==> src/ssp_i2s_params.svh <==
// register map, field positions, reset values and timing of the i2s port
`ifndef SSP_I2S_PARAMS_SVH
`define SSP_I2S_PARAMS_SVH
// ==========================================================
// register byte offsets
`define OFS_CTRL0   8'h00
`define OFS_CTRL1   8'h04
`define OFS_FMT     8'h08
`define OFS_TXSLOT  8'h0C
`define OFS_RXSLOT  8'h10
`define OFS_STATUS  8'h14
`define OFS_DATA    8'h18
// ==========================================================
// control_reg_zero fields
`define C0_ENABLE   0
`define C0_NETMODE  1
`define C0_FORMAT   2
`define C0_EXTSIZE  4
`define C0_SIZE     5
`define C0_SLOTS    9
`define FMT_PSP     2'h3
// control_reg_one fields
`define C1_CLKDIR   0
`define C1_FRMDIR   1
// frame_format_reg fields
`define FF_WIDTH    0
`define FF_POL      6
`define FF_FRAME_SYNC_TIMING     7
`define FF_SERIAL_CLOCK_MODE   8
`define FF_IDLE     10
`define FF_IDLEEXT  12
`define FF_LEAD     15
`define FF_FDLY     17
`define FF_SDLY     24
// status fields
`define ST_UNDERRUN 0
`define ST_OVERRUN  1
`define ST_BUSY     2
`define ST_TXLVL    8
`define ST_RXLVL    16
// ==========================================================
// reset values
`define RST_CTRL0   12'h000
`define RST_CTRL1   2'h0
`define RST_FMT     27'h0000000
`define RST_SLOT    8'h00
// ==========================================================
// timing
`define SYS_CLK_NS  40
`define BCLK_NS     320
`define BCLK_HALF   (`BCLK_NS / (2 * `SYS_CLK_NS))
`endif

==> src/ssp_i2s_pkg.sv <==
// shared types of the i2s port
package ssp_i2s_pkg;
    typedef logic [1:0] htrans_t;
    typedef enum logic [1:0] {BUS_IDLE, BUS_WAIT, BUS_DONE} busPhase_t;
    typedef enum logic {LINK_IDLE, LINK_RUN} linkState_t;
endpackage

==> src/bit_sync.sv <==
// two flip-flop synchroniser for one pin level
`timescale 1ns/1ps
module bit_sync (
    // clock and reset
    input  wire logic clock,
    input  wire logic rst,
    // level in and out
    input  wire logic din,
    output logic      dout
);
    typedef struct packed {
        logic first;
        logic second;
    } syncState_t;
    syncState_t s_q;
    syncState_t s_d;

    always_comb
    begin
        s_d.first  = din;
        s_d.second = s_q.first;
    end

    always_ff @(posedge clock)
    begin
        if (rst)
            s_q <= '0;
        else
            s_q <= s_d;
    end

    assign dout = s_q.second;
endmodule // bit_sync

==> src/sample_fifo.sv <==
// small sample fifo whose head word comes out of a register
`timescale 1ns/1ps
module sample_fifo #(
    parameter int W  = 32,
    parameter int AW = 3
) (
    // clock and reset
    input  wire logic          clock,
    input  wire logic          rst,
    // write side
    input  wire logic          push,
    input  wire logic [W-1:0]  wdata,
    output logic               full,
    // read side
    input  wire logic          pop,
    output logic [W-1:0]       head,
    output logic               empty,
    output logic [AW:0]        level
);
    typedef struct packed {
        logic [(1<<AW)-1:0][W-1:0] mem;
        logic [AW:0]               wrPtr;
        logic [AW:0]               rdPtr;
        logic [W-1:0]              head;
    } fifoState_t;
    fifoState_t s_q;
    fifoState_t s_d;

    assign level = s_q.wrPtr - s_q.rdPtr;
    assign full  = (level == (AW+1)'(1 << AW));
    assign empty = (level == '0);
    assign head  = s_q.head;

    always_comb
    begin
        s_d = s_q;
        if (push && !full)
        begin
            s_d.mem[s_q.wrPtr[AW-1:0]] = wdata;
            s_d.wrPtr = s_q.wrPtr + 1'b1;
        end
        if (pop && !empty)
            s_d.rdPtr = s_q.rdPtr + 1'b1;
        // head follows the next state so it never lags the pointers
        s_d.head = s_d.mem[s_d.rdPtr[AW-1:0]];
    end

    always_ff @(posedge clock)
    begin
        if (rst)
            s_q <= '0;
        else
            s_q <= s_d;
    end
endmodule // sample_fifo

==> src/ssp_i2s_port.sv <==
// i2s emulation on a network-mode serial port with ahb-lite registers
`timescale 1ns/1ps
`include "ssp_i2s_params.svh"
module ssp_i2s_port #(
    parameter int FIFO_AW  = 3,
    parameter int CLK_HALF = `BCLK_HALF
) (
    // clock and reset
    input  wire logic                clock,
    input  wire logic                rst,
    // ahb-lite slave
    input  wire logic                hsel,
    input  wire logic [31:0]         haddr,
    input  wire ssp_i2s_pkg::htrans_t htrans,
    input  wire logic                hwrite,
    input  wire logic [2:0]          hsize,
    input  wire logic [31:0]         hwdata,
    input  wire logic                hready,
    output logic [31:0]              hrdata,
    output logic                     hreadyout,
    output logic                     hresp,
    // serial link
    output logic                     serialBitClock,
    output logic                     serialBitClockOe,
    output logic                     frameSignal,
    output logic                     frameSignalOe,
    output logic                     txSerialData,
    input  wire logic                rxSerialData
);
    import ssp_i2s_pkg::*;

    typedef struct packed {
        busPhase_t   bus;
        logic [7:0]  addr;
        logic        wr;
        logic [31:0] hrdata;
        logic        hreadyout;
        logic        hresp;
        logic [11:0] ctrl0;
        logic [1:0]  ctrl1;
        logic [26:0] fmt;
        logic [7:0]  txMask;
        logic [7:0]  rxMask;
        logic        underrun;
        logic        overrun;
        linkState_t  link;
        logic [7:0]  halfCnt;
        logic        sclk;
        logic        frame;
        logic        txd;
        logic        clkOe;
        logic        frameOe;
        logic        started;
        logic        bitValid;
        logic [2:0]  fSlot;
        logic [5:0]  fBit;
        logic [8:0]  fPos;
        logic [2:0]  dSlot;
        logic [5:0]  dBit;
        logic [31:0] txShift;
        logic [31:0] rxShift;
    } state_t;
    state_t s_q;
    state_t s_d;

    // ==========================================================
    // fifos and pin synchroniser
    logic               txPush;
    logic               txPop;
    logic               txEmpty;
    logic               txFull;
    logic [31:0]        txHead;
    logic [FIFO_AW:0]   txLevel;
    logic               rxPush;
    logic               rxPop;
    logic               rxEmpty;
    logic               rxFull;
    logic [31:0]        rxHead;
    logic [FIFO_AW:0]   rxLevel;
    logic [31:0]        rxWord;
    logic               rxIn;

    sample_fifo #(.W(32), .AW(FIFO_AW)) txFifo (
        .clock (clock),
        .rst   (rst),
        .push  (txPush),
        .wdata (hwdata),
        .full  (txFull),
        .pop   (txPop),
        .head  (txHead),
        .empty (txEmpty),
        .level (txLevel)
    );

    sample_fifo #(.W(32), .AW(FIFO_AW)) rxFifo (
        .clock (clock),
        .rst   (rst),
        .push  (rxPush),
        .wdata (rxWord),
        .full  (rxFull),
        .pop   (rxPop),
        .head  (rxHead),
        .empty (rxEmpty),
        .level (rxLevel)
    );

    bit_sync rxSync (
        .clock (clock),
        .rst   (rst),
        .din   (rxSerialData),
        .dout  (rxIn)
    );

    // ==========================================================
    // decoded configuration
    logic [5:0]  smpBits;
    logic [5:0]  slotLen;
    logic [5:0]  width;
    logic [2:0]  lastSlot;
    logic        pol;
    logic        frame_sync_timing;
    logic        active;
    logic [31:0] loadVal;
    logic        fallEvt;
    logic        loadEvt;
    logic        newFrame;
    logic [31:0] rdWord;

    assign smpBits  = {1'b0, s_q.ctrl0[`C0_EXTSIZE],
                      s_q.ctrl0[`C0_SIZE +: 4]} + 6'd1;
    assign slotLen  = smpBits + {1'b0, s_q.fmt[`FF_IDLEEXT +: 3],
                      s_q.fmt[`FF_IDLE +: 2]};
    assign lastSlot = s_q.ctrl0[`C0_SLOTS +: 3];
    assign width    = s_q.fmt[`FF_WIDTH +: 6];
    assign pol      = s_q.fmt[`FF_POL];
    assign frame_sync_timing     = s_q.fmt[`FF_FRAME_SYNC_TIMING];
    // slave directions are not supported, so they keep the link idle
    assign active   = s_q.ctrl0[`C0_ENABLE] && s_q.ctrl0[`C0_NETMODE]
                   && s_q.ctrl0[`C0_FORMAT +: 2] == `FMT_PSP
                   && !s_q.ctrl1[`C1_CLKDIR]
                   && !s_q.ctrl1[`C1_FRMDIR];
    // short samples are left aligned so the msb still leads
    assign loadVal  = txHead << (7'd32 - {1'b0, smpBits});
    assign rxWord   = {(s_q.dBit == 6'd0) ? 31'h0 : s_q.rxShift[30:0],
                      rxIn};

    always_comb
    begin
        s_d      = s_q;
        txPush   = 1'b0;
        rxPop    = 1'b0;
        txPop    = 1'b0;
        rxPush   = 1'b0;
        fallEvt  = 1'b0;
        loadEvt  = 1'b0;
        newFrame = 1'b0;
        rdWord   = '0;
        // ======================================================
        // bus slave: one wait state on every transfer
        case (s_q.bus)
            BUS_WAIT:
            begin
                s_d.bus       = BUS_DONE;
                s_d.hreadyout = 1'b1;
                if (s_q.wr)
                begin
                    case (s_q.addr)
                        `OFS_CTRL0:  s_d.ctrl0  = hwdata[11:0];
                        `OFS_CTRL1:  s_d.ctrl1  = hwdata[1:0];
                        `OFS_FMT:    s_d.fmt    = hwdata[26:0];
                        `OFS_TXSLOT: s_d.txMask = hwdata[7:0];
                        `OFS_RXSLOT: s_d.rxMask = hwdata[7:0];
                        `OFS_STATUS:
                        begin
                            if (hwdata[`ST_UNDERRUN])
                                s_d.underrun = 1'b0;
                            if (hwdata[`ST_OVERRUN])
                                s_d.overrun = 1'b0;
                        end
                        `OFS_DATA:   txPush = 1'b1;
                        default:     ;
                    endcase
                end
                else
                begin
                    case (s_q.addr)
                        `OFS_CTRL0:  rdWord[11:0] = s_q.ctrl0;
                        `OFS_CTRL1:  rdWord[1:0]  = s_q.ctrl1;
                        `OFS_FMT:    rdWord[26:0] = s_q.fmt;
                        `OFS_TXSLOT: rdWord[7:0]  = s_q.txMask;
                        `OFS_RXSLOT: rdWord[7:0]  = s_q.rxMask;
                        `OFS_STATUS:
                        begin
                            rdWord[`ST_UNDERRUN] = s_q.underrun;
                            rdWord[`ST_OVERRUN]  = s_q.overrun;
                            rdWord[`ST_BUSY]     = (s_q.link == LINK_RUN);
                            rdWord[`ST_TXLVL +: FIFO_AW+1] = txLevel;
                            rdWord[`ST_RXLVL +: FIFO_AW+1] = rxLevel;
                        end
                        `OFS_DATA:
                        begin
                            rdWord = rxHead;
                            rxPop  = !rxEmpty;
                        end
                        default:     ;
                    endcase
                    s_d.hrdata = rdWord;
                end
            end
            default:
            begin
                s_d.bus = BUS_IDLE;
                if (hsel && hready && htrans[1])
                begin
                    s_d.bus       = BUS_WAIT;
                    s_d.addr      = haddr[7:0];
                    s_d.wr        = hwrite;
                    s_d.hreadyout = 1'b0;
                end
            end
        endcase
        s_d.clkOe   = !s_d.ctrl1[`C1_CLKDIR];
        s_d.frameOe = !s_d.ctrl1[`C1_FRMDIR];
        // ======================================================
        // link engine; flag sets come after the clears so they win
        case (s_q.link)
            LINK_RUN:
            begin
                s_d.halfCnt = s_q.halfCnt + 8'd1;
                if (s_q.halfCnt == 8'(CLK_HALF - 1))
                begin
                    s_d.halfCnt = 8'd0;
                    if (s_q.sclk)
                    begin
                        fallEvt = 1'b1;
                        s_d.fBit = s_q.fBit + 6'd1;
                        s_d.fPos = s_q.fPos + 9'd1;
                        if (s_q.fBit == slotLen - 6'd1)
                        begin
                            s_d.fBit = 6'd0;
                            s_d.fSlot = s_q.fSlot + 3'd1;
                            if (s_q.fSlot == lastSlot)
                            begin
                                newFrame  = 1'b1;
                                s_d.fSlot = 3'd0;
                                s_d.fPos  = 9'd0;
                            end
                        end
                        // stopping at a frame boundary; with a one
                        // clock sync delay the last lsb is not sent
                        if (newFrame && !active)
                            s_d.link = LINK_IDLE;
                        else
                        begin
                            s_d.sclk  = 1'b0;
                            s_d.frame = (s_d.fPos < {3'b000, width})
                                      ? pol : !pol;
                            s_d.started  = 1'b1;
                            s_d.bitValid = s_q.started || !frame_sync_timing;
                            s_d.dSlot = frame_sync_timing ? s_q.fSlot : s_d.fSlot;
                            s_d.dBit  = frame_sync_timing ? s_q.fBit : s_d.fBit;
                            s_d.txShift = {s_q.txShift[30:0], 1'b0};
                            if (s_d.bitValid && s_d.dBit == 6'd0)
                            begin
                                s_d.txShift = '0;
                                if (s_q.txMask[s_d.dSlot])
                                begin
                                    loadEvt = 1'b1;
                                    if (txEmpty)
                                        s_d.underrun = 1'b1;
                                    else
                                    begin
                                        txPop = 1'b1;
                                        s_d.txShift = loadVal;
                                    end
                                end
                            end
                            s_d.txd = s_d.bitValid
                                   && s_d.dBit < smpBits
                                   && s_d.txShift[31];
                        end
                    end
                    else
                    begin
                        s_d.sclk = 1'b1;
                        if (s_q.bitValid && s_q.dBit < smpBits)
                        begin
                            s_d.rxShift = rxWord;
                            if (s_q.dBit == smpBits - 6'd1
                                && s_q.rxMask[s_q.dSlot])
                            begin
                                if (rxFull)
                                    s_d.overrun = 1'b1;
                                else
                                    rxPush = 1'b1;
                            end
                        end
                    end
                end
            end
            default:
            begin
                s_d.sclk     = 1'b1;
                s_d.frame    = !pol;
                s_d.txd      = 1'b0;
                s_d.halfCnt  = 8'd0;
                s_d.started  = 1'b0;
                s_d.bitValid = 1'b0;
                s_d.fSlot    = lastSlot;
                s_d.fBit     = slotLen - 6'd1;
                if (active && !txEmpty)
                    s_d.link = LINK_RUN;
            end
        endcase
    end

    always_ff @(posedge clock)
    begin
        if (rst)
        begin
            s_q        <= '0;
            s_q.ctrl0  <= `RST_CTRL0;
            s_q.ctrl1  <= `RST_CTRL1;
            s_q.fmt    <= `RST_FMT;
            s_q.txMask <= `RST_SLOT;
            s_q.rxMask <= `RST_SLOT;
            s_q.sclk   <= 1'b1;
            s_q.frame  <= 1'b1;
            s_q.clkOe  <= 1'b1;
            s_q.frameOe <= 1'b1;
            s_q.hreadyout <= 1'b1;
        end
        else
            s_q <= s_d;
    end

    assign hrdata           = s_q.hrdata;
    assign hreadyout        = s_q.hreadyout;
    assign hresp            = s_q.hresp;
    assign serialBitClock   = s_q.sclk;
    assign serialBitClockOe = s_q.clkOe;
    assign frameSignal      = s_q.frame;
    assign frameSignalOe    = s_q.frameOe;
    assign txSerialData     = s_q.txd;
endmodule // ssp_i2s_port

==> config.mk <==
export PLATFORM = sky130hd
export DESIGN_NAME = ssp_i2s_port
export DESIGN_NICKNAME = d
export VERILOG_FILES = /design/src/ssp_i2s_pkg.sv /design/src/bit_sync.sv /design/src/sample_fifo.sv /design/src/ssp_i2s_port.sv
export VERILOG_INCLUDE_DIRS = /design/src
export SDC_FILE = /design/constraint.sdc
export NUM_CORES = 2
export LEC_CHECK = 0
export BUFFER_PORTS_ARGS = -buffer_cell sky130_fd_sc_hd__buf_2
export CORE_MARGIN = 3
export CORE_UTILIZATION = 59
export CTS_BUF_LIST = sky130_fd_sc_hd__clkbuf_8
export CTS_CLUSTER_SIZE = 16
export DETAILED_ROUTE_END_ITERATION = 8
export GPL_ROUTABILITY_DRIVEN = 0
export PLACE_DENSITY = 0.79
export SLEW_MARGIN = 0
export SYNTH_ARGS = -nofsm -noshare
export SYNTH_HDL_FRONTEND = slang
export SYNTH_HIERARCHICAL = 1
export SYNTH_SLANG_ARGS = --single-unit
==> constraint.sdc <==
create_clock -name clock -period 6.8 [get_ports clock]
set_clock_uncertainty 0.15 [all_clocks]
set_input_delay 0.68 -clock clock [delete_from_list [all_inputs] [get_ports clock]]
set_output_delay 0.68 -clock clock [all_outputs]
set_load 0.02 [all_outputs]
==> results.py <==
metrics = {
    "run_status": {
        "status": "finished clean",
    },
    "floorplan": {
        "io_pins": 114,
        "die_area_mm2": 0.0730,
        "chipWidth_um": 270,
        "die_h_um": 270,
        "fp.coreArea_mm2": 0.0689,
        "std_cell_rows": 96,
        "initial_core_util": 0.598,
    },
    "global_route": {
        "first_global_vias": 36000,
        "grt_pass1_wl_um": 201000,
        "grt_use_total": 0.339,
        "grt_max_degree": 223,
        "antenna_found_initial": 8,
        "gr-total-overflow": 0,
    },
    "sta": {
        "maxClockFrequency_mhz": 149,
        "worstMarginPinSlew_ps": 1280,
        "fin_setup_tns_ps": 0,
        "finalSetupViolCount": 0,
        "hold_violations": 0,
        "fin_crit_sh": 0.984,
        "drv_slew": 0,
        "relSlewSlack": 0.137,
        "min_period_ps": 6690,
        "rsz0062_at_grt": "no",
        "hold_ws_ps": 95.4,
    },
    "placement": {
        "dpl_cell_area_mm2": 0.0413,
        "io_buffers": 84,
        "dp_hpwl_um": 77300,
        "dp_cells": 5911,
    },
    "cts": {
        "numCtsBuffers": 135,
        "htree_levels": 4,
        "cts-root-buf": "clkbuf_8",
        "insertion_delay_ps": 800,
        "clkSinkCount": 802,
        "clk_pin_slew_ps": 60,
        "cts_tree": "built",
        "cts_buffer_depth": 3,
    },
    "yosys": {
        "synth-main-ff-cell": "dfxtp_1",
        "synthSimpleGateAreaFrac": 0.234,
        "syn_area_mm2": 0.0412,
        "synth_compound_area_frac": 0.233,
        "synth.area.top_cells": "dfxtp_1 39%, nand2_1 12%, a21oi_1 9.3%",
        "synthArstFlopShare": 0,
        "syn_area_per_cell_um2": 7.65,
        "ys_seq_elements": 802,
        "synthDominantCellAreaShare": 0.390,
        "synth_nets": 5501,
        "ys_warn_count": 6,
        "ys_seq_area_frac": 0.390,
        "synth.mux.area_fraction": 0.0387,
        "synth_top_cell_by_area": "dfxtp_1",
        "yosys.area_share.adder": 0.0123,
        "synthDistinctLibCells": 108,
        "synth_xor_area_frac": 0.0157,
        "syn-instance-count": 5388,
        "synth_top_family_by_area": "simple AND/OR/NAND/NOR gates",
        "synth-edff-count": 0,
    },
    "final_layout": {
        "final_common_cell": "nand2_1",
        "syn2layout_area_growth_pct": 7.01,
        "fin_nets": 5242,
        "finalNonFillerCells": 6156,
        "design_area_mm2": 0.0441,
        "drive_gt1_frac": 0.108,
        "layout_common_cells": "1,316 x nand2_1, 800 x dfxtp_1, 768 x a21oi_1",
    },
    "power_and_ir_drop": {
        "netSwitchingFraction": 0.252,
        "p_sw_mw": 2.41,
        "leakage_nw": 14.7,
        "powerDensity_mw_per_mm2": 216,
        "power_mw": 9.54,
        "vdd_drop_max_mv": 0.139,
        "combPwrFrac": 0.061,
        "clkPwrFrac": 0.443,
        "seqPwrFrac": 0.496,
        "p_int_mw": 7.13,
    },
    "drt": {
        "antenna_left": 0,
        "drc": 0,
        "first_pass_iters": 6,
        "routedWlPerCell_um": 21.1,
        "via_per_inst": 6.43,
        "wl_um": 130000,
        "drt_iter0_drc": 5555,
        "num_vias": 39600,
    },
    "setup_path": {
        "crit_type": "flop to flop",
        "cp-start-kind": "flop",
        "path_max_fanout": 15,
        "endpoint_kind": "flop",
        "startpoint": "s_q[160]",
        "reg2reg_slack_ps": 110,
        "reg2reg_depth": 22,
        "endpoint": "txFifo/head[22]",
        "reg2reg_from": "s_q[160]",
        "critPathRequiredTime_ps": 7350,
        "r2r_end": "txFifo/head[22]",
        "crit_arrival_ps": 7240,
    },
    "run": {
        "maxCapViolations": 0,
    },
    "min_path": {
        "hold_path_class": "input port to flop",
    },
}
==> cells by family after synthesis <==
group           after synthesis
xor+xnor                     64
mux                         120
fa+ha+maj                    39
buf+inv                     707
flops                       802
other cells                   1
simple gates               2173
compound gates             1482
==> metrics by stage <==
stage               setup WS (ps)  utilization
floorplan                    92.6            -
global placement              176        0.599
detailed placement          -80.7        0.599
CTS                           225        0.639
global route                 27.3        0.639
finish                        110        0.640
==> metal layers <==
metal  share of wire  wire (um)  GRT usage  vias up
li1                -          -          -    18200
met1            0.40      52100      0.464    18700
met2            0.43      55900      0.503     2345
met3            0.13      16700     0.0911      388
met4           0.039       5050      0.147        0
met5               0          0          0        -
==> power by group through the flow <==
stage,registers [mW],logic (mW),clock network (mW)
3_3_place_gp,4.83,0.554,0
4_1_cts,4.73,0.566,4.26
5_1_grt,4.73,0.617,4.48
3_5_place_dp,4.83,0.558,0
2_1_floorplan,4.83,0.400,0
6_report,4.73,0.585,4.22
==> area by class of cell <==
class / instances / area [um2]
clock inverters: 56 / 299
clock buffers: 169 / 2330
flip-flops and latches: 802 / 16100
fillers: 5891 / 24900
repair buffers: 216 / 1610
diodes: 8 / 20.0
multi-input cells: 3881 / 22300
well taps: 931 / 1160
inverters: 93 / 349
==> worst min path at each step <==
stage | start | to | slack (ps) | cells after the start
3_5_place_dp | s_q[98] | s_q[98] | 280 | 1
5_1_grt | hwdata[30] | txFifo/s_q[262] | 90 | 3
3_3_place_gp | s_q[98] | s_q[98] | 280 | 1
4_1_cts | hwdata[30] | txFifo/s_q[294] | 40 | 3
6_report | hwdata[30] | txFifo/s_q[262] | 100 | 3
2_1_floorplan | s_q[98] | s_q[98] | 260 | 1
==> registers in the layout, indices dropped and copies added, names as in the netlist, 3 cells and up <==
name and count:
hrdata 32, txFifo/s_q 264, txFifo/head 32, lastSlot 3, rxFifo/head 32, s_q 165, rxFifo/s_q 264
==> what timing repair did <==
item,CTS,global route
setup endpoints to repair,11,24
hold buffers,10,0
resized for setup,1,4
gates cloned,1,1
hold endpoints to repair,10,0
setup buffers,0,0
==> Yosys cell counts (all sizes together) (11+ instances only) <==
cell	count
nand3	72
inv	93
a211oi	120
and3	26
a2111oi	49
o21a	55
mux4	29
o21ai	57
nand2b	105
xnor2	35
a22oi	17
o32ai	31
o211ai	12
a311oi	21
xor2	25
a31o	14
buf	225
dfxtp	802
clkbuf	389
a21oi	771
o2111ai	41
a41oi	21
nor3	82
or3	131
mux2i	85
and2	39
o22ai	38
a31oi	59
nand3b	11
nor2b	25
ha	35
nor2	269
o221ai	66
nand2	1321
a21o	15
nand4	16
a32oi	35
nor4	39
==> critical path, stage by stage, from the launching register on <==
cell and delay, ps:
dfxtp_1 350, ha_2 340, inv_1 60, ha_1 270
inv_1 40, ha_1 200, fa_1 510, a21o_1 210
a21oi_2 240, xnor3_1 570, nor3_4 420, mux2_2 430
a21oi_2 150, o22ai_2 100, nor4_2 490, inv_1 180
a31oi_4 220, buf_4 180, mux2i_4 480, buf_4 300
o221ai_1 130, o32a_1 420, o211ai_1 170
Note: power is estimated with default switching activity, not from simulation.
